<file path="config.mk">
export PLATFORM = sky130hd
export DESIGN_NAME = overcurrent_threshold_regs
export DESIGN_NICKNAME = d
export VERILOG_FILES = /design/src/rtl/ocl_pkg.sv /design/src/rtl/overcurrent_threshold_regs.sv
export SDC_FILE = /design/constraint.sdc
export NUM_CORES = 1
export LEC_CHECK = 0
export BUFFER_PORTS_ARGS = -buffer_cell sky130_fd_sc_hd__buf_2
export CAP_MARGIN = 40
export CORE_MARGIN = 2
export CORE_UTILIZATION = 59
export CTS_CLUSTER_DIAMETER = 30
export DETAILED_ROUTE_END_ITERATION = 12
export HOLD_SLACK_MARGIN = 0.06
export MAX_ROUTING_LAYER = met4
export PLACE_DENSITY = 0.8
export SLEW_MARGIN = 30
export SYNTH_ARGS = -nofsm -noshare
export SYNTH_HDL_FRONTEND = slang
export SYNTH_SLANG_ARGS = --single-unit
</file>
<file path="constraint.sdc">
create_clock -name ref_clk -period 4.5 [get_ports ref_clk]
set_input_delay 0.45 -clock ref_clk [delete_from_list [all_inputs] [get_ports ref_clk]]
set_output_delay 0.45 -clock ref_clk [all_outputs]
set_load 0.01 [all_outputs]
</file>
<file path="src/rtl/ocl_pkg.sv">
package ocl_pkg;

  // register indices
  localparam logic [7:0] ADDR_UPPER    = 8'hC8;
  localparam logic [7:0] ADDR_LOWER    = 8'hC9;
  localparam logic [7:0] ADDR_SPARE_CA = 8'hCA;
  localparam logic [7:0] ADDR_SPARE_CB = 8'hCB;
  localparam logic [7:0] ADDR_SPARE_CC = 8'hCC;

  // reset values and writable masks
  localparam logic [15:0] UPPER_RESET    = 16'h7FFF;
  localparam logic [15:0] LOWER_RESET    = 16'h8000;
  localparam logic [15:0] SPARE_CA_RESET = 16'h5555;
  localparam logic [15:0] SPARE_CB_RESET = 16'h0010;
  localparam logic [15:0] SPARE_CC_RESET = 16'h0000;
  localparam logic [15:0] SPARE_CA_MASK  = 16'hFFFF;
  localparam logic [15:0] SPARE_CB_MASK  = 16'h07F0;
  localparam logic [15:0] SPARE_CC_MASK  = 16'hC703;
  localparam logic [15:0] UPPER_OFF      = 16'h7FFF;
  localparam logic [15:0] LOWER_OFF      = 16'h8000;
  localparam logic [7:0]  CNT_MAX        = 8'hFF;

  typedef struct packed {
    logic [15:0] upper_limit;
    logic [15:0] lower_limit;
    logic [15:0] spare_ca;
    logic [15:0] spare_cb;
    logic [15:0] spare_cc;
    logic [7:0]  upper_cnt;
    logic [7:0]  lower_cnt;
    logic        upper_event;
    logic        lower_event;
    logic        fault;
    logic [15:0] rd_data;
  } state_t;

  localparam state_t ST_RESET = '{
    upper_limit: UPPER_RESET, lower_limit: LOWER_RESET,
    spare_ca: SPARE_CA_RESET, spare_cb: SPARE_CB_RESET, spare_cc: SPARE_CC_RESET,
    upper_cnt: 8'h00, lower_cnt: 8'h00, upper_event: 1'b0, lower_event: 1'b0,
    fault: 1'b0, rd_data: 16'h0000};

  // conversions needed before a trip, per deglitch code
  function automatic logic [7:0] deglitch_need(input logic [4:0] code);
    case (code)
      5'h0A:   deglitch_need = 8'h0C;
      5'h0B:   deglitch_need = 8'h0E;
      5'h0C:   deglitch_need = 8'h10;
      5'h0D:   deglitch_need = 8'h12;
      5'h0E:   deglitch_need = 8'h14;
      5'h0F:   deglitch_need = 8'h18;
      5'h10:   deglitch_need = 8'h1C;
      5'h11:   deglitch_need = 8'h20;
      5'h12:   deglitch_need = 8'h28;
      5'h13:   deglitch_need = 8'h30;
      5'h14:   deglitch_need = 8'h38;
      5'h15:   deglitch_need = 8'h40;
      5'h16:   deglitch_need = 8'h48;
      5'h17:   deglitch_need = 8'h50;
      5'h18:   deglitch_need = 8'h58;
      5'h19:   deglitch_need = 8'h60;
      5'h1A:   deglitch_need = 8'h68;
      5'h1B:   deglitch_need = 8'h70;
      5'h1C:   deglitch_need = 8'h78;
      5'h1D:   deglitch_need = 8'h80;
      5'h1E:   deglitch_need = 8'h80;
      5'h1F:   deglitch_need = 8'h80;
      default: deglitch_need = {3'b000, code} + 8'h01;
    endcase
  endfunction : deglitch_need

endpackage : ocl_pkg

</file>
<file path="src/rtl/overcurrent_threshold_regs.sv">
`timescale 1ns/1ns
module overcurrent_threshold_regs
  import ocl_pkg::*;
(
  input  wire logic        ref_clk,
  input  wire logic        rst_n,
  input  wire logic [7:0]  reg_addr,
  input  wire logic        reg_wr,
  input  wire logic [15:0] reg_wdata,
  output logic      [15:0] reg_rd_data,
  input  wire logic        fault_b_compare_enable,
  input  wire logic [4:0]  fault_b_deglitch_count,
  input  wire logic        sample_valid,
  input  wire logic [15:0] sample_value,
  output logic             fault_b_upper_event,
  output logic             fault_b_lower_event,
  output logic             fault_b_fault
);

  state_t st_reg;
  state_t st_next;

  logic [7:0] need;
  logic       upper_beyond;
  logic       lower_beyond;
  logic [7:0] upper_inc;
  logic [7:0] lower_inc;

  // raw code compare; both sides share one step size, so no scaling
  assign need         = deglitch_need(fault_b_deglitch_count);
  assign upper_beyond = (st_reg.upper_limit != UPPER_OFF) &&
                        ($signed(sample_value) > $signed(st_reg.upper_limit));
  assign lower_beyond = (st_reg.lower_limit != LOWER_OFF) &&
                        ($signed(sample_value) < $signed(st_reg.lower_limit));
  // saturate so a long excursion cannot wrap and drop the event
  assign upper_inc    = (st_reg.upper_cnt == CNT_MAX) ? CNT_MAX : st_reg.upper_cnt + 8'h01;
  assign lower_inc    = (st_reg.lower_cnt == CNT_MAX) ? CNT_MAX : st_reg.lower_cnt + 8'h01;

  // next state: register writes, comparator and read path
  always_comb begin
    st_next = st_reg;
    if (reg_wr) begin
      case (reg_addr)
        ADDR_UPPER:    st_next.upper_limit = reg_wdata;
        ADDR_LOWER:    st_next.lower_limit = reg_wdata;
        ADDR_SPARE_CA: st_next.spare_ca    = reg_wdata & SPARE_CA_MASK;
        ADDR_SPARE_CB: st_next.spare_cb    = reg_wdata & SPARE_CB_MASK;
        ADDR_SPARE_CC: st_next.spare_cc    = reg_wdata & SPARE_CC_MASK;
        default:       st_next.spare_ca    = st_reg.spare_ca;
      endcase
    end
    // comparator only evaluates on a fresh conversion while enabled
    if (!fault_b_compare_enable) begin
      st_next.upper_cnt   = 8'h00;
      st_next.lower_cnt   = 8'h00;
      st_next.upper_event = 1'b0;
      st_next.lower_event = 1'b0;
    end else if (sample_valid) begin
      st_next.upper_cnt   = upper_beyond ? upper_inc : 8'h00;
      st_next.upper_event = upper_beyond && (upper_inc >= need);
      st_next.lower_cnt   = lower_beyond ? lower_inc : 8'h00;
      st_next.lower_event = lower_beyond && (lower_inc >= need);
    end
    st_next.fault = st_next.upper_event | st_next.lower_event;
    // read data follows the address one cycle later; spares readable for the crc
    case (reg_addr)
      ADDR_UPPER:    st_next.rd_data = st_reg.upper_limit;
      ADDR_LOWER:    st_next.rd_data = st_reg.lower_limit;
      ADDR_SPARE_CA: st_next.rd_data = st_reg.spare_ca;
      ADDR_SPARE_CB: st_next.rd_data = st_reg.spare_cb & SPARE_CB_MASK;
      ADDR_SPARE_CC: st_next.rd_data = st_reg.spare_cc & SPARE_CC_MASK;
      default:       st_next.rd_data = 16'h0000;
    endcase
  end

  // single state register, synchronous reset
  always_ff @(posedge ref_clk) begin
    if (!rst_n) begin
      st_reg <= ST_RESET;
    end else begin
      st_reg <= st_next;
    end
  end

  assign reg_rd_data         = st_reg.rd_data;
  assign fault_b_upper_event = st_reg.upper_event;
  assign fault_b_lower_event = st_reg.lower_event;
  assign fault_b_fault       = st_reg.fault;
endmodule : overcurrent_threshold_regs

</file>
== Word-level counts from Yosys, hierarchy flattened ==
Index checks and enable logic that the tools add are counted.

* Flip-flop bits (word level): 97
* Output and inout port bits: 19
* Logic and storage cells: 69

* Add/subtract/negate cells: 3
* Magnitude comparators: 4
* Equal/unequal tests: 31
* Multiplexer cells: 8
* Bitwise operators: 1
* Reductions and logical operators: 11

{| class="wikitable"
|+ Operators with widths
! operator !! count
|-
| $pmux 8 s20 || 1
|-
| $eq 5x5->1 const B || 16
|-
| $pmux 16 s5 || 1
|-
| $eq 8x8->1 const B || 7
|-
| $mux 8 || 4
|-
| $eq 5x4->1 const B || 6
|-
| $add 8x1->8 const B || 2
|-
| $ge 8x8->1 || 2
|-
| $gt 16x16->1 || 1
|-
| $lt 16x16->1 || 1
|-
| $ne 16x15->1 const B || 1
|-
| $ne 16x16->1 const B || 1
|-
| $reduce_and 2->1 || 6
|-
| $add 5x1->6 const B || 1
|-
| $logic_and 1x1->1 || 4
|-
| $mux 2 || 2
|-
| $reduce_or 3->1 || 1
|-
| $or 1x1->1 || 1
|}

== Logic depth before layout (Yosys ltp) ==
Gate-level depths: netlist of run 1.

* Depth after elaboration: 8
* Depth in mapped cells: 18

== Worst setup path before layout of run 1 ==
Ideal clock, no wire load.

* Path kind: input port to flip-flop
* Start point: input port fault_b_deglitch_count[0]
* End point: register st_reg, in the netlist fault_b_fault
* Arrival time: 3190 ps
* Required time: 4362 ps
* Setup slack: 1172 ps
* Stages: 16
* Path buffers: 2
* Cells stage by stage: ha_1 -> buf_6 -> and3_1 -> ha_1 -> inv_1 -> o311a_1 -> and3_4 -> buf_6 -> nand2_1 -> o311a_1 -> ha_1 -> or2_2 -> a221o_1 -> o211ai_2 -> a221o_1 -> o211ai_1

* Cells in the longest elaborated chain, start to end: 8
* Elaborated cells between the ends (all ways): 32
* Those cells by class: add/sub: 1; order compare: 2; eq/ne: 22; mux: 3; bitwise: 1; reduce/logical: 3

{| class="wikitable"
|+ Ends and longest elaborated chain
! what !! RTL line !! text
|-
| start, declared || overcurrent_threshold_regs.sv:12 || <nowiki>input wire logic [4:0] fault_b_deglitch_count,</nowiki>
|-
| parallel branches: the longest is 2 deep, another holds $add 5x1->6 || n/a ||
|-
| $pmux 8 s20 (*) || ocl_pkg.sv:45 || <nowiki>case (code)</nowiki>
|-
| $ge 8x8->1, on equally long branches || overcurrent_threshold_regs.sv:60, overcurrent_threshold_regs.sv:62 ||
|-
| $logic_and 1x1->1, on equally long branches || overcurrent_threshold_regs.sv:60, overcurrent_threshold_regs.sv:62 ||
|-
| $mux 2 (*) || overcurrent_threshold_regs.sv:58 || <nowiki>end else if (sample_valid) begin</nowiki>
|-
| $mux 2 (*) || overcurrent_threshold_regs.sv:53 || <nowiki>if (!fault_b_compare_enable) begin</nowiki>
|-
| $or 1x1->1 (*) || overcurrent_threshold_regs.sv:64 || <nowiki>st_next.fault = st_next.upper_event | st_next.lower_event;</nowiki>
|-
| end signal, assigned || overcurrent_threshold_regs.sv:81 || <nowiki>st_reg <= st_next;</nowiki>
|-
| end, declared || overcurrent_threshold_regs.sv:20 || <nowiki>state_t st_reg;</nowiki>
|}

Mark *: on every way between the ends.
A chain may end at the register's enable or synchronous reset.

== Final worst setup path of run 1 ==
Ends and elaborated chain as after synthesis.

==> impl_metrics.xml, run 1 <==
<?xml version="1.0" encoding="UTF-8"?>
<metrics>
  <group name="grt">
    <metric name="global_route.overflow_total" unit="">0</metric>
    <metric name="grt_first_pass_wirelength" unit="µm">24200</metric>
    <metric name="first_global_vias" unit="">4995</metric>
    <metric name="initial_antenna_violation_count" unit="">2</metric>
    <metric name="global_route.usage.total" unit="%">28.5</metric>
    <metric name="grt_max_degree" unit="">66</metric>
  </group>
  <group name="floorplanning">
    <metric name="pin_count" unit="">69</metric>
    <metric name="die_x" unit="µm">104</metric>
    <metric name="start_util" unit="%">60.5</metric>
    <metric name="core_region_area" unit="µm²">9730</metric>
    <metric name="fp.dieArea" unit="µm²">10800</metric>
    <metric name="placement_rows" unit="">36</metric>
    <metric name="die_height" unit="µm">104</metric>
  </group>
  <group name="timing">
    <metric name="timing.max_slew.rel_slack" unit="%">48.8</metric>
    <metric name="clock.fmax" unit="MHz">297</metric>
    <metric name="post-route-period-util" unit="%">74.7</metric>
    <metric name="period_needed" unit="ns">3.36</metric>
    <metric name="tightest_slew" unit="ns">0.768</metric>
    <metric name="setup-tns-final" unit="ns">0</metric>
    <metric name="unrepaired_setup_endpoints_after_global_routing" unit="">no</metric>
    <metric name="finalHoldViolCount" unit="">0</metric>
    <metric name="clock-skew-final" unit="ns">0.0117</metric>
    <metric name="final-max-slew-violation-count" unit="">0</metric>
    <metric name="report.final.setup_viol" unit="">0</metric>
  </group>
  <group name="synth">
    <metric name="dominant_synthesized_flop_cell" unit="">dfxtp_1</metric>
    <metric name="cell_with_the_most_instances_after_synthesis" unit="">nand2_1</metric>
    <metric name="compound_cell_area_share_of_the_yosys_netlist" unit="%">19.5</metric>
    <metric name="synth_area_per_cell" unit="µm²">8.13</metric>
    <metric name="largest_family_of_logic_cells_by_synthesized_area" unit="">simple AND/OR/NAND/NOR gates</metric>
    <metric name="post_syn_instances" unit="">725</metric>
    <metric name="synth_simple_gate_area_share" unit="%">22.1</metric>
    <metric name="synth.largest_area_cell" unit="">dfxtp_1</metric>
    <metric name="synth-seq-cells" unit="">97</metric>
    <metric name="post_synth_fa_ha_maj_area_fraction" unit="%">11.4</metric>
    <metric name="synth_enable_flop_cells" unit="">0</metric>
    <metric name="post_synth_num_cell_types" unit="">67</metric>
    <metric name="synth_area_leaders" unit="">dfxtp_1, ha_1, nand2_1</metric>
    <metric name="synth_top_area_share" unit="%">33.0</metric>
    <metric name="yosysSeqAreaShare" unit="%">33.0</metric>
    <metric name="synth_top_cells_by_count" unit="">nand2_1, dfxtp_1, nor2_1, ha_1, inv_1</metric>
    <metric name="synth.cell_area" unit="µm²">5890</metric>
    <metric name="synth.area.mux_share" unit="%">5.12</metric>
    <metric name="yosys_warnings" unit="">0</metric>
    <metric name="synth-async-reset-ratio" unit="%">0</metric>
    <metric name="postSynthNetCount" unit="">828</metric>
    <metric name="synth_xor_xnor_area_share" unit="%">1.04</metric>
  </group>
  <group name="clocking">
    <metric name="cts_post_setup_buffers_inserted" unit="">0</metric>
    <metric name="postCtsResizedCells" unit="">0</metric>
    <metric name="clkTransAtPathRegs" unit="ns">0.10</metric>
    <metric name="htreeDepth" unit="">3</metric>
    <metric name="hold_buffers" unit="">0</metric>
    <metric name="worstSkewPairLatency" unit="ns">0.37</metric>
    <metric name="clock-root-buffer" unit="">clkbuf_8</metric>
    <metric name="cts_max_path_buffers" unit="">2</metric>
    <metric name="clock_tree_from_tritoncts" unit="">built</metric>
    <metric name="clock_sinks" unit="">97</metric>
    <metric name="cts_made_buffers" unit="">9</metric>
  </group>
  <group name="flow_run">
    <metric name="max_cap_viol_count" unit="">0</metric>
  </group>
  <group name="worst_setup_path">
    <metric name="critical_path.startpoint_type" unit="">input port</metric>
    <metric name="arrival" unit="ns">3.61</metric>
    <metric name="worst-path-max-fanout" unit="">10</metric>
    <metric name="worstPathCellList" unit="">buf_2 &gt; ha_1 &gt; and3_1 &gt; ha_1 &gt; nor2_1 &gt; and3_4 &gt; nand2_1 &gt; nor3_1 &gt; o21ai_0 &gt; ha_1 &gt; a21o_1 &gt; a21o_1 &gt; a221oi_1 &gt; a221o_1 &gt; o211ai_1</metric>
    <metric name="endpoint_kind" unit="">flip-flop</metric>
    <metric name="critPathTopFamily" unit="">compound AO/OA/AOI/OAI gates</metric>
    <metric name="cp.buffers_inverters" unit="">1</metric>
    <metric name="critPathSlowestCell" unit="">ha_1</metric>
    <metric name="required" unit="ns">4.75</metric>
    <metric name="worst_path_largest_cell_delay" unit="ns">0.34</metric>
    <metric name="crit_top_cell" unit="">ha_1</metric>
    <metric name="timing_worst_setup_path_type" unit="">in -&gt; reg</metric>
  </group>
  <group name="cells_and_area">
    <metric name="design.final.nets" unit="">859</metric>
    <metric name="final.fill_count" unit="">844</metric>
    <metric name="multi_input_area" unit="µm²">3500</metric>
    <metric name="growth_of_design_area_from_synthesis_to_finish" unit="%">7.67</metric>
    <metric name="largest_register_ff_count" unit="">78</metric>
    <metric name="seqCellArea" unit="µm²">1940</metric>
    <metric name="final_cells" unit="">895</metric>
    <metric name="share_of_cells_above_drive_strength_1" unit="%">13.9</metric>
    <metric name="finalInstanceArea" unit="µm²">6340</metric>
  </group>
  <group name="drt">
    <metric name="mean_routed_wirelength_per_cell" unit="µm">16.3</metric>
    <metric name="initialDrtViolationCount" unit="">290</metric>
    <metric name="num_vias" unit="">5224</metric>
    <metric name="drt_drc_violations_left" unit="">0</metric>
    <metric name="viasPerCell" unit="">5.84</metric>
    <metric name="drtAntennaViolNets" unit="">0</metric>
    <metric name="dr.pass1.iters" unit="">7</metric>
    <metric name="postRouteWirelength" unit="µm">14600</metric>
  </group>
  <group name="power_and_ir_drop">
    <metric name="ir_drop" unit="µV">155</metric>
    <metric name="power_density" unit="nW/µm²">255</metric>
    <metric name="report.power.total" unit="mW">1.61</metric>
    <metric name="power.leakage" unit="nW">2.76</metric>
  </group>
  <group name="placed_design">
    <metric name="port_buffers" unit="">68</metric>
    <metric name="detailedPlacementHpwl" unit="µm">11000</metric>
    <metric name="postPlaceCellArea" unit="µm²">6150</metric>
    <metric name="place_inst" unit="">878</metric>
    <metric name="final_weighted_congestion_in_routability_driven_placement" unit="">0.890</metric>
  </group>
  <group name="status">
    <metric name="run_status" unit="">complete, no violations</metric>
  </group>
  <group name="min_path">
    <metric name="min_path_type" unit="">in -&gt; reg</metric>
  </group>
</metrics>
-- final cells by class --
type                    count  area share [%]
inverters                  45            2.66
well taps                 133            2.62
flip-flops and latches     97            30.6
clock buffers              10            2.01
diodes                      2          0.0789
multi-input cells         531            55.2
repair buffers             72            5.96
clock inverters             5           0.888
-- logic make-up after synthesis --
group           after synthesis
xor+xnor                      7
mux                          30
fa+ha+maj                    54
buf+inv                      97
flops                        97
compound gates              159
simple gates                281
-- routing by layer --
layer  up-vias  GRT usage [%]  part of all wire [%]
li1       2586              -                     -
met1      2442           33.9                    42
met2       166           48.2                    49
met3        30           4.39                   5.6
met4         0           11.7                   2.7
met5         -              -                     0
-- worst reg2reg max path, delay by kind of cell (launching register included) --
| family | cells | cell delay (ns) |
|---|---|---|
| buf+inv | 1 | 0.10 |
| fa+ha+maj | 2 | 0.60 |
| compound gates | 5 | 0.92 |
| simple gates | 4 | 0.75 |
| flops | 1 | 0.42 |
-- path summary, 6_finish.rpt --
path | from | to | slack, ns | cells past startpoint
setup / recovery | fault_b_deglitch_count[0] | fault_b_fault | 1.14 | 15
hold / removal | reg_wdata[12] | st_reg[79] | 0.32 | 3
setup reg to reg | st_reg[19] | fault_b_fault | 1.59 | 12
hold reg to reg | st_reg[76] | st_reg[76] | 0.47 | 2
-- cells in the final DEF, fill, tap and decap left out, types with 4 or more instances in the layout --
| master | count |
|---|---|
| a21boi_0 | 30 |
| a21o_1 | 11 |
| a21oi_1 | 31 |
| a221oi_1 | 8 |
| a22oi_1 | 6 |
| a31oi_1 | 6 |
| and3_1 | 6 |
| and4_1 | 4 |
| buf_2 | 68 |
| clkbuf_8 | 9 |
| dfxtp_1 | 97 |
| ha_1 | 53 |
| inv_1 | 44 |
| mux2i_1 | 29 |
| nand2_1 | 125 |
| nand2b_1 | 9 |
| nand3_1 | 28 |
| nand4_1 | 12 |
| nor2_1 | 54 |
| nor2b_1 | 15 |
| nor3_1 | 4 |
| nor4_1 | 7 |
| o211ai_1 | 17 |
| o21ai_0 | 12 |
| o22a_1 | 4 |
| xor2_1 | 4 |
-- report_power, final --
part	leakage [nW]	switching [mW]	internal [mW]
Clock	0.0925	0.311	0.255
Sequential	0.782	0.000784	0.858
Combinational	1.88	0.110	0.0794
Total	2.76	0.422	1.19
-- through the flow --
step	util [%]	worst slack, ns	hold WS, ns
6_report	65.2	1.14	0.316
3_5_place_dp	63.2	0.749	0.457
2_1_floorplan	-	1.17	0.440
5_1_grt	65.2	0.845	0.323
4_1_cts	65.1	1.15	0.305
3_3_place_gp	63.1	0.888	0.450
(Power assumes the default switching activity.)
==> run 2, diff against run 1 <==
--- a/config.mk
+++ b/config.mk
@@ -8,12 +8,12 @@
 export BUFFER_PORTS_ARGS = -buffer_cell sky130_fd_sc_hd__buf_2
 export CAP_MARGIN = 40
 export CORE_MARGIN = 2
-export CORE_UTILIZATION = 59
+export CORE_UTILIZATION = 53
 export CTS_CLUSTER_DIAMETER = 30
 export DETAILED_ROUTE_END_ITERATION = 12
 export HOLD_SLACK_MARGIN = 0.06
 export MAX_ROUTING_LAYER = met4
-export PLACE_DENSITY = 0.8
+export PLACE_DENSITY = 0.75
 export SLEW_MARGIN = 30
 export SYNTH_ARGS = -nofsm -noshare
 export SYNTH_HDL_FRONTEND = slang
==> constraint.sdc (replaced) <==
create_clock -name ref_clk -period 3.05 [get_ports ref_clk]
set_input_delay 0.305 -clock ref_clk [delete_from_list [all_inputs] [get_ports ref_clk]]
set_output_delay 0.305 -clock ref_clk [all_outputs]
set_load 0.01 [all_outputs]
==> run 2 against run 1 <==
Against the previous run: register-to-register slack got worse by 1.3 ns; die area rose by 11%; non-clock buffer count grew 20; combinational power up 65%; critical path depth increased by 1; power is 47% higher; utilization decreased by 5.1 points; final cell count is 2.9% higher; via count up 3.3%; cell area is 2.7% higher; first-iteration DRC count up 71%; clock power increased by 40%; critical endpoint unchanged.
==> impl_metrics.xml, run 2 (same netlist as run 1, synthesis figures left out) <==
<?xml version="1.0" encoding="UTF-8"?>
<metrics>
  <group name="status">
    <metric name="run_status" unit="">complete, no violations</metric>
  </group>
  <group name="power_and_ir_drop">
    <metric name="power_switching_share" unit="%">26.8</metric>
    <metric name="p_sw" unit="µW">636</metric>
    <metric name="internal_power" unit="mW">1.74</metric>
    <metric name="power_frac_clock" unit="%">33.4</metric>
    <metric name="combinationalPowerShare" unit="%">13.2</metric>
    <metric name="relative_contribution_of_sequential_cells_to_total_power" unit="%">53.5</metric>
    <metric name="ir_drop" unit="µV">287</metric>
    <metric name="power.leakage" unit="nW">2.85</metric>
    <metric name="power_density" unit="nW/µm²">364</metric>
  </group>
  <group name="drt">
    <metric name="postRouteWirelength" unit="µm">15500</metric>
    <metric name="drtAntennaViolNets" unit="">0</metric>
    <metric name="num_vias" unit="">5395</metric>
    <metric name="dr.pass1.iters" unit="">6</metric>
    <metric name="initialDrtViolationCount" unit="">495</metric>
    <metric name="drt_drc_violations_left" unit="">0</metric>
    <metric name="mean_routed_wirelength_per_cell" unit="µm">16.8</metric>
    <metric name="viasPerCell" unit="">5.86</metric>
  </group>
  <group name="timing">
    <metric name="timing.max_slew.rel_slack" unit="%">52.4</metric>
    <metric name="tightest_slew" unit="ns">0.714</metric>
    <metric name="post-route-period-util" unit="%">93.3</metric>
    <metric name="fin_worst_hold_slack" unit="ns">0.197</metric>
    <metric name="report.final.setup_viol" unit="">0</metric>
    <metric name="final-max-slew-violation-count" unit="">0</metric>
    <metric name="finalHoldViolCount" unit="">0</metric>
    <metric name="period_needed" unit="ns">2.84</metric>
    <metric name="unrepaired_setup_endpoints_after_global_routing" unit="">no</metric>
    <metric name="clock-skew-final" unit="ns">0.0133</metric>
    <metric name="setup-tns-final" unit="ns">0</metric>
    <metric name="clock.fmax" unit="MHz">352</metric>
    <metric name="final.setup.worst_slack" unit="ns">0.205</metric>
  </group>
  <group name="clocking">
    <metric name="postCtsResizedCells" unit="">0</metric>
    <metric name="cts_max_path_buffers" unit="">2</metric>
    <metric name="clock_sinks" unit="">97</metric>
    <metric name="cts_post_setup_buffers_inserted" unit="">0</metric>
    <metric name="htreeDepth" unit="">3</metric>
    <metric name="cts_made_buffers" unit="">9</metric>
    <metric name="worstSkewPairLatency" unit="ns">0.37</metric>
    <metric name="clkTransAtPathRegs" unit="ns">0.10</metric>
    <metric name="hold_buffers" unit="">0</metric>
    <metric name="clock_tree_from_tritoncts" unit="">built</metric>
    <metric name="clock-root-buffer" unit="">clkbuf_8</metric>
  </group>
  <group name="grt">
    <metric name="initial_antenna_violation_count" unit="">0</metric>
    <metric name="grt_first_pass_wirelength" unit="µm">24600</metric>
    <metric name="grt_max_degree" unit="">59</metric>
    <metric name="first_global_vias" unit="">5169</metric>
    <metric name="global_route.usage.total" unit="%">27.1</metric>
    <metric name="global_route.overflow_total" unit="">0</metric>
  </group>
  <group name="cells_and_area">
    <metric name="mostFrequentLayoutCell" unit="">nand2_1</metric>
    <metric name="final_cells" unit="">921</metric>
    <metric name="seqCellArea" unit="µm²">1940</metric>
    <metric name="final.fill_count" unit="">965</metric>
    <metric name="mostFrequentLayoutCells" unit="">nand2_1, dfxtp_1, buf_2, nor2_1, ha_1</metric>
    <metric name="design.final.nets" unit="">879</metric>
    <metric name="multi_input_area" unit="µm²">3530</metric>
    <metric name="growth_of_design_area_from_synthesis_to_finish" unit="%">10.6</metric>
    <metric name="antenna-diode-count" unit="">0</metric>
    <metric name="share_of_cells_above_drive_strength_1" unit="%">17.2</metric>
    <metric name="largest_register_ff_count" unit="">78</metric>
  </group>
  <group name="floorplanning">
    <metric name="start_util" unit="%">54.3</metric>
    <metric name="die_x" unit="µm">109</metric>
    <metric name="die_height" unit="µm">109</metric>
    <metric name="fp.dieArea" unit="µm²">12000</metric>
    <metric name="core_region_area" unit="µm²">10800</metric>
    <metric name="placement_rows" unit="">38</metric>
    <metric name="pin_count" unit="">69</metric>
  </group>
  <group name="placed_design">
    <metric name="port_buffers" unit="">68</metric>
    <metric name="place_inst" unit="">905</metric>
    <metric name="final_weighted_congestion_in_routability_driven_placement" unit="">0.970</metric>
    <metric name="pre_cts_ws" unit="ns">-0.215</metric>
    <metric name="detailedPlacementHpwl" unit="µm">11800</metric>
  </group>
  <group name="worst_setup_path">
    <metric name="worstPathCellList" unit="">buf_2 &gt; ha_1 &gt; and3_4 &gt; ha_2 &gt; inv_1 &gt; o311a_1 &gt; and3_4 &gt; nand2_4 &gt; nor3_1 &gt; o21ai_1 &gt; ha_1 &gt; a21o_1 &gt; a21o_1 &gt; a221oi_1 &gt; a221o_1 &gt; o211ai_1</metric>
    <metric name="worst_r2r_endpoint" unit="">fault_b_fault</metric>
    <metric name="critPathSlowestCell" unit="">ha_1</metric>
    <metric name="critical_path.startpoint_type" unit="">input port</metric>
    <metric name="worst-path-max-fanout" unit="">5</metric>
    <metric name="timing.reg2reg.worst_path_depth" unit="">12</metric>
    <metric name="required" unit="ns">3.29</metric>
    <metric name="arrival" unit="ns">3.08</metric>
    <metric name="timing_worst_setup_path_type" unit="">in -&gt; reg</metric>
    <metric name="worst_path_largest_cell_delay" unit="ns">0.31</metric>
    <metric name="endpoint_kind" unit="">flip-flop</metric>
    <metric name="regToRegStartpoint" unit="">st_reg[19]</metric>
    <metric name="setup_slack_reg_to_reg" unit="ns">0.26</metric>
    <metric name="critPathTopFamily" unit="">compound AO/OA/AOI/OAI gates</metric>
    <metric name="cp.buffers_inverters" unit="">2</metric>
  </group>
  <group name="min_path">
    <metric name="hold_path.startpoint" unit="">reg_wdata[4]</metric>
    <metric name="hold_path_depth" unit="">3</metric>
    <metric name="min_path_type" unit="">in -&gt; reg</metric>
    <metric name="hold_endpoint" unit="">st_reg[71]</metric>
  </group>
  <group name="flow_run">
    <metric name="max_cap_viol_count" unit="">0</metric>
  </group>
</metrics>
## run 2: changes by cell type in the layout (fill, tap and decap cells not counted), sizes merged
cell | previous run | this run
clkbuf | 10 | 11
buf | 72 | 92
bufinv | 1 | 0
clkinvlp | 1 | 0
inv | 46 | 47
diode | 2 | 0
clkinv | 2 | 3
## run 2: per-stage QoR
step | instance area (µm²) | total power, mW | util [%]
6_report | 6510 | 2.37 | 60.1
5_1_grt | 6510 | 2.47 | 60.1
4_1_cts | 6510 | 2.38 | 60.0
2_1_floorplan | 5920 | 1.49 | -
3_5_place_dp | 6330 | 1.61 | 58.4
3_3_place_gp | 6330 | 1.60 | 58.4
## run 2: layer usage
layer	track usage (%)	wire (µm)
met3	5.33	793
met1	30.9	6400
met2	46.6	7700
met5	-	0
met4	11.4	566
## run 2: how the worst max path moves through the flow
stage,start,endpoint,slack (ns),cells past startpoint
floorplan,fault_b_deglitch_count[0],fault_b_fault,0.01,16
finish,fault_b_deglitch_count[0],fault_b_fault,0.21,16
global route,fault_b_deglitch_count[1],fault_b_fault,0.0006,15
detailed placement,fault_b_deglitch_count[0],fault_b_fault,-0.21,16
global placement,fault_b_deglitch_count[0],fault_b_fault,-0.08,16
CTS,fault_b_deglitch_count[0],fault_b_fault,0.19,16
## run 2: power by group through the flow
stage	clock (mW)	combinational, mW	sequential [mW]
after floorplan	0	0.192	1.30
after global placement	0	0.300	1.30
after detailed placement	0	0.309	1.30
after CTS	0.802	0.310	1.27
after global routing	0.853	0.345	1.27
final	0.791	0.313	1.27
## run 2: final cells by class
| cell class | count | area share, % |
|---|---|---|
| multi-input combinational | 531 | 54.1 |
| sequential | 97 | 29.8 |
| timing repair buffer | 92 | 7.99 |
| tap | 140 | 2.69 |
| inverter | 45 | 2.59 |
| clock buffer | 11 | 2.17 |
| clock inverter | 5 | 0.596 |
## run 2: worst register-to-register path: cells and delay by family (launching register included)
family          cells  cell delay (ns)
buf+inv             1             0.08
flops               1             0.43
compound gates      5             0.88
simple gates        4             0.72
fa+ha+maj           2             0.57
==> run 3, diff against run 2 <==
--- a/config.mk
+++ b/config.mk
@@ -7,6 +7,7 @@
 export LEC_CHECK = 0
 export BUFFER_PORTS_ARGS = -buffer_cell sky130_fd_sc_hd__buf_2
 export CAP_MARGIN = 40
+export CORE_ASPECT_RATIO = 0.6
 export CORE_MARGIN = 2
 export CORE_UTILIZATION = 53
 export CTS_CLUSTER_DIAMETER = 30
==> run 3 against run 2 <==
Against the previous run: the flow now finishes with violations (DRC); final cell count rose by 0.87%; register-to-register slack got worse by 0.05 ns; via count rose by 3.2%; sequential share of layout area fell by 1.2 points; sequential cell count did not move; cell area rose by 4.2%; clock power rose by 45%; clock skew fell by 0.0072 ns; combinational power rose by 18%; global-route usage rose by 2.7 points; fmax fell by 3.7%; first-iteration DRC count rose by 18%; critical path type unchanged; largest cell class unchanged.
==> impl_metrics.xml, run 3 (same netlist as run 1, synthesis figures left out) <==
<?xml version="1.0" encoding="UTF-8"?>
<metrics>
  <group name="floorplanning">
    <metric name="pin_count" unit="">69</metric>
    <metric name="die_height" unit="µm">85.7</metric>
    <metric name="die_x" unit="µm">140</metric>
    <metric name="start_util" unit="%">55.0</metric>
    <metric name="placement_rows" unit="">29</metric>
    <metric name="core_region_area" unit="µm²">10700</metric>
    <metric name="fp.dieArea" unit="µm²">12000</metric>
  </group>
  <group name="power_and_ir_drop">
    <metric name="power_density" unit="nW/µm²">410</metric>
    <metric name="power_frac_clock" unit="%">41.3</metric>
    <metric name="internal_power" unit="mW">2.08</metric>
    <metric name="combinationalPowerShare" unit="%">13.2</metric>
    <metric name="relative_contribution_of_sequential_cells_to_total_power" unit="%">45.5</metric>
    <metric name="report.power.total" unit="mW">2.79</metric>
    <metric name="power.leakage" unit="nW">2.95</metric>
    <metric name="p_sw" unit="µW">709</metric>
    <metric name="power_switching_share" unit="%">25.5</metric>
    <metric name="ir_drop" unit="µV">308</metric>
  </group>
  <group name="drt">
    <metric name="postRouteWirelength" unit="µm">17000</metric>
    <metric name="mean_routed_wirelength_per_cell" unit="µm">18.3</metric>
    <metric name="viasPerCell" unit="">6.00</metric>
    <metric name="num_vias" unit="">5570</metric>
    <metric name="dr.pass1.iters" unit="">9</metric>
    <metric name="drtAntennaViolNets" unit="">0</metric>
    <metric name="drt_drc_violations_left" unit="">7</metric>
    <metric name="initialDrtViolationCount" unit="">586</metric>
  </group>
  <group name="grt">
    <metric name="initial_antenna_violation_count" unit="">0</metric>
    <metric name="grt_first_pass_wirelength" unit="µm">27400</metric>
    <metric name="global_route.usage.total" unit="%">29.8</metric>
    <metric name="global_route.overflow_total" unit="">0</metric>
    <metric name="first_global_vias" unit="">5328</metric>
    <metric name="grt_max_degree" unit="">64</metric>
  </group>
  <group name="timing">
    <metric name="report.final.setup_viol" unit="">0</metric>
    <metric name="timing.max_slew.rel_slack" unit="%">48.9</metric>
    <metric name="final.setup.worst_slack" unit="ns">0.0973</metric>
    <metric name="period_needed" unit="ns">2.95</metric>
    <metric name="clock-skew-final" unit="ns">0.00616</metric>
    <metric name="fin_worst_hold_slack" unit="ns">0.219</metric>
    <metric name="clock.fmax" unit="MHz">339</metric>
    <metric name="tightest_slew" unit="ns">0.767</metric>
    <metric name="post-route-period-util" unit="%">96.8</metric>
    <metric name="finalHoldViolCount" unit="">0</metric>
    <metric name="final-max-slew-violation-count" unit="">0</metric>
  </group>
  <group name="cells_and_area">
    <metric name="multi_input_area" unit="µm²">3610</metric>
    <metric name="largest_register_ff_count" unit="">78</metric>
    <metric name="mostFrequentLayoutCells" unit="">nand2_1, dfxtp_1, buf_2, nor2_1, ha_1</metric>
    <metric name="antenna-diode-count" unit="">0</metric>
    <metric name="seqCellArea" unit="µm²">1940</metric>
    <metric name="mostFrequentLayoutCell" unit="">nand2_1</metric>
    <metric name="growth_of_design_area_from_synthesis_to_finish" unit="%">15.2</metric>
    <metric name="share_of_cells_above_drive_strength_1" unit="%">19.4</metric>
    <metric name="finalInstanceArea" unit="µm²">6790</metric>
    <metric name="design.final.nets" unit="">888</metric>
    <metric name="fin_util" unit="%">63.4</metric>
    <metric name="final.fill_count" unit="">933</metric>
  </group>
  <group name="placed_design">
    <metric name="port_buffers" unit="">68</metric>
    <metric name="detailedPlacementHpwl" unit="µm">13000</metric>
    <metric name="pre_cts_ws" unit="ns">-0.362</metric>
    <metric name="postPlaceCellArea" unit="µm²">6360</metric>
    <metric name="final_weighted_congestion_in_routability_driven_placement" unit="">0.912</metric>
  </group>
  <group name="worst_setup_path">
    <metric name="arrival" unit="ns">3.17</metric>
    <metric name="crit_top_cell" unit="">a221o_1</metric>
    <metric name="cp.buffers_inverters" unit="">3</metric>
    <metric name="worst-path-max-fanout" unit="">7</metric>
    <metric name="critical_path.startpoint_type" unit="">input port</metric>
    <metric name="critPathSlowestCell" unit="">a211oi_4</metric>
    <metric name="required" unit="ns">3.27</metric>
    <metric name="worstPathCellList" unit="">clkbuf_4 &gt; inv_2 &gt; ha_4 &gt; mux2i_1 &gt; nor3_2 &gt; a211oi_4 &gt; buf_4 &gt; and3_1 &gt; o21ai_1 &gt; o311a_1 &gt; ha_2 &gt; or2_2 &gt; a221o_1 &gt; o211ai_2 &gt; a221o_1 &gt; o211ai_1</metric>
    <metric name="worst_path_largest_cell_delay" unit="ns">0.34</metric>
    <metric name="critPathTopFamily" unit="">compound AO/OA/AOI/OAI gates</metric>
    <metric name="endpoint_kind" unit="">flip-flop</metric>
    <metric name="timing_worst_setup_path_type" unit="">in -&gt; reg</metric>
  </group>
  <group name="clocking">
    <metric name="worstSkewPairLatency" unit="ns">0.35</metric>
    <metric name="clkTransAtPathRegs" unit="ns">0.07</metric>
    <metric name="cts_max_path_buffers" unit="">2</metric>
    <metric name="clock_sinks" unit="">97</metric>
    <metric name="cts_made_buffers" unit="">9</metric>
    <metric name="htreeDepth" unit="">3</metric>
    <metric name="clock_tree_from_tritoncts" unit="">built</metric>
    <metric name="clock-root-buffer" unit="">clkbuf_16</metric>
  </group>
  <group name="status">
    <metric name="violations_in_the_final_reports" unit="">DRC</metric>
    <metric name="run_status" unit="">finished with violations</metric>
  </group>
  <group name="min_path">
    <metric name="min_path_type" unit="">in -&gt; reg</metric>
  </group>
  <group name="flow_run">
    <metric name="max_cap_viol_count" unit="">0</metric>
  </group>
</metrics>
run 3: layer usage:
layer  wire, µm  GRT usage [%]
met1       8160           42.0
met3       1570           6.31
met2       7050           44.3
met4        238           6.61
met5          0              -
run 3: worst register-to-register path, delay by kind of cell (launching register included):
| family | cells | cell delay (ns) |
|---|---|---|
| compound gates | 5 | 0.92 |
| simple gates | 4 | 0.74 |
| fa+ha+maj | 2 | 0.57 |
| flops | 1 | 0.42 |
| buf+inv | 1 | 0.07 |
run 3: per-stage QoR:
stage	instances	setup TNS (ns)
after floorplan	725	0
after global placement	908	-0.177
after detailed placement	908	-0.788
after CTS	924	0
after global routing	929	-0.0117
final	929	0
run 3: final cells by class:
class | count | share of cell area [%]
multi-input cells | 531 | 53.2
flip-flops and latches | 97 | 28.6
repair buffers | 101 | 8.74
clock buffers | 11 | 3.43
well taps | 139 | 2.56
inverters | 45 | 2.49
clock inverters | 5 | 0.940
run 3: what timing repair did:
item	in CTS	in global routing
gates cloned	0	0
buffers inserted	0	5
resized for setup	0	23
hold buffers	0	0
endpoints found under the setup margin	1	3
pin swaps	1	8
run 3: worst paths after layout:
check	slack, ns	depth (start not counted)	endpoint	from
worst max-delay path	0.1	16	fault_b_fault	fault_b_deglitch_count[0]
worst max register to register	0.21	12	fault_b_fault	st_reg[20]
worst min register to register	0.47	2	st_reg[36]	st_reg[36]
worst min-delay path	0.22	3	st_reg[99]	reg_wdata[0]
run 3: power groups by stage:
stage,combinational [mW],sequential [mW],clock [mW]
final,0.368,1.27,1.15
after global routing,0.398,1.27,1.21
after CTS,0.334,1.27,1.16
after detailed placement,0.331,1.30,0
after global placement,0.318,1.30,0
after floorplan,0.192,1.30,0
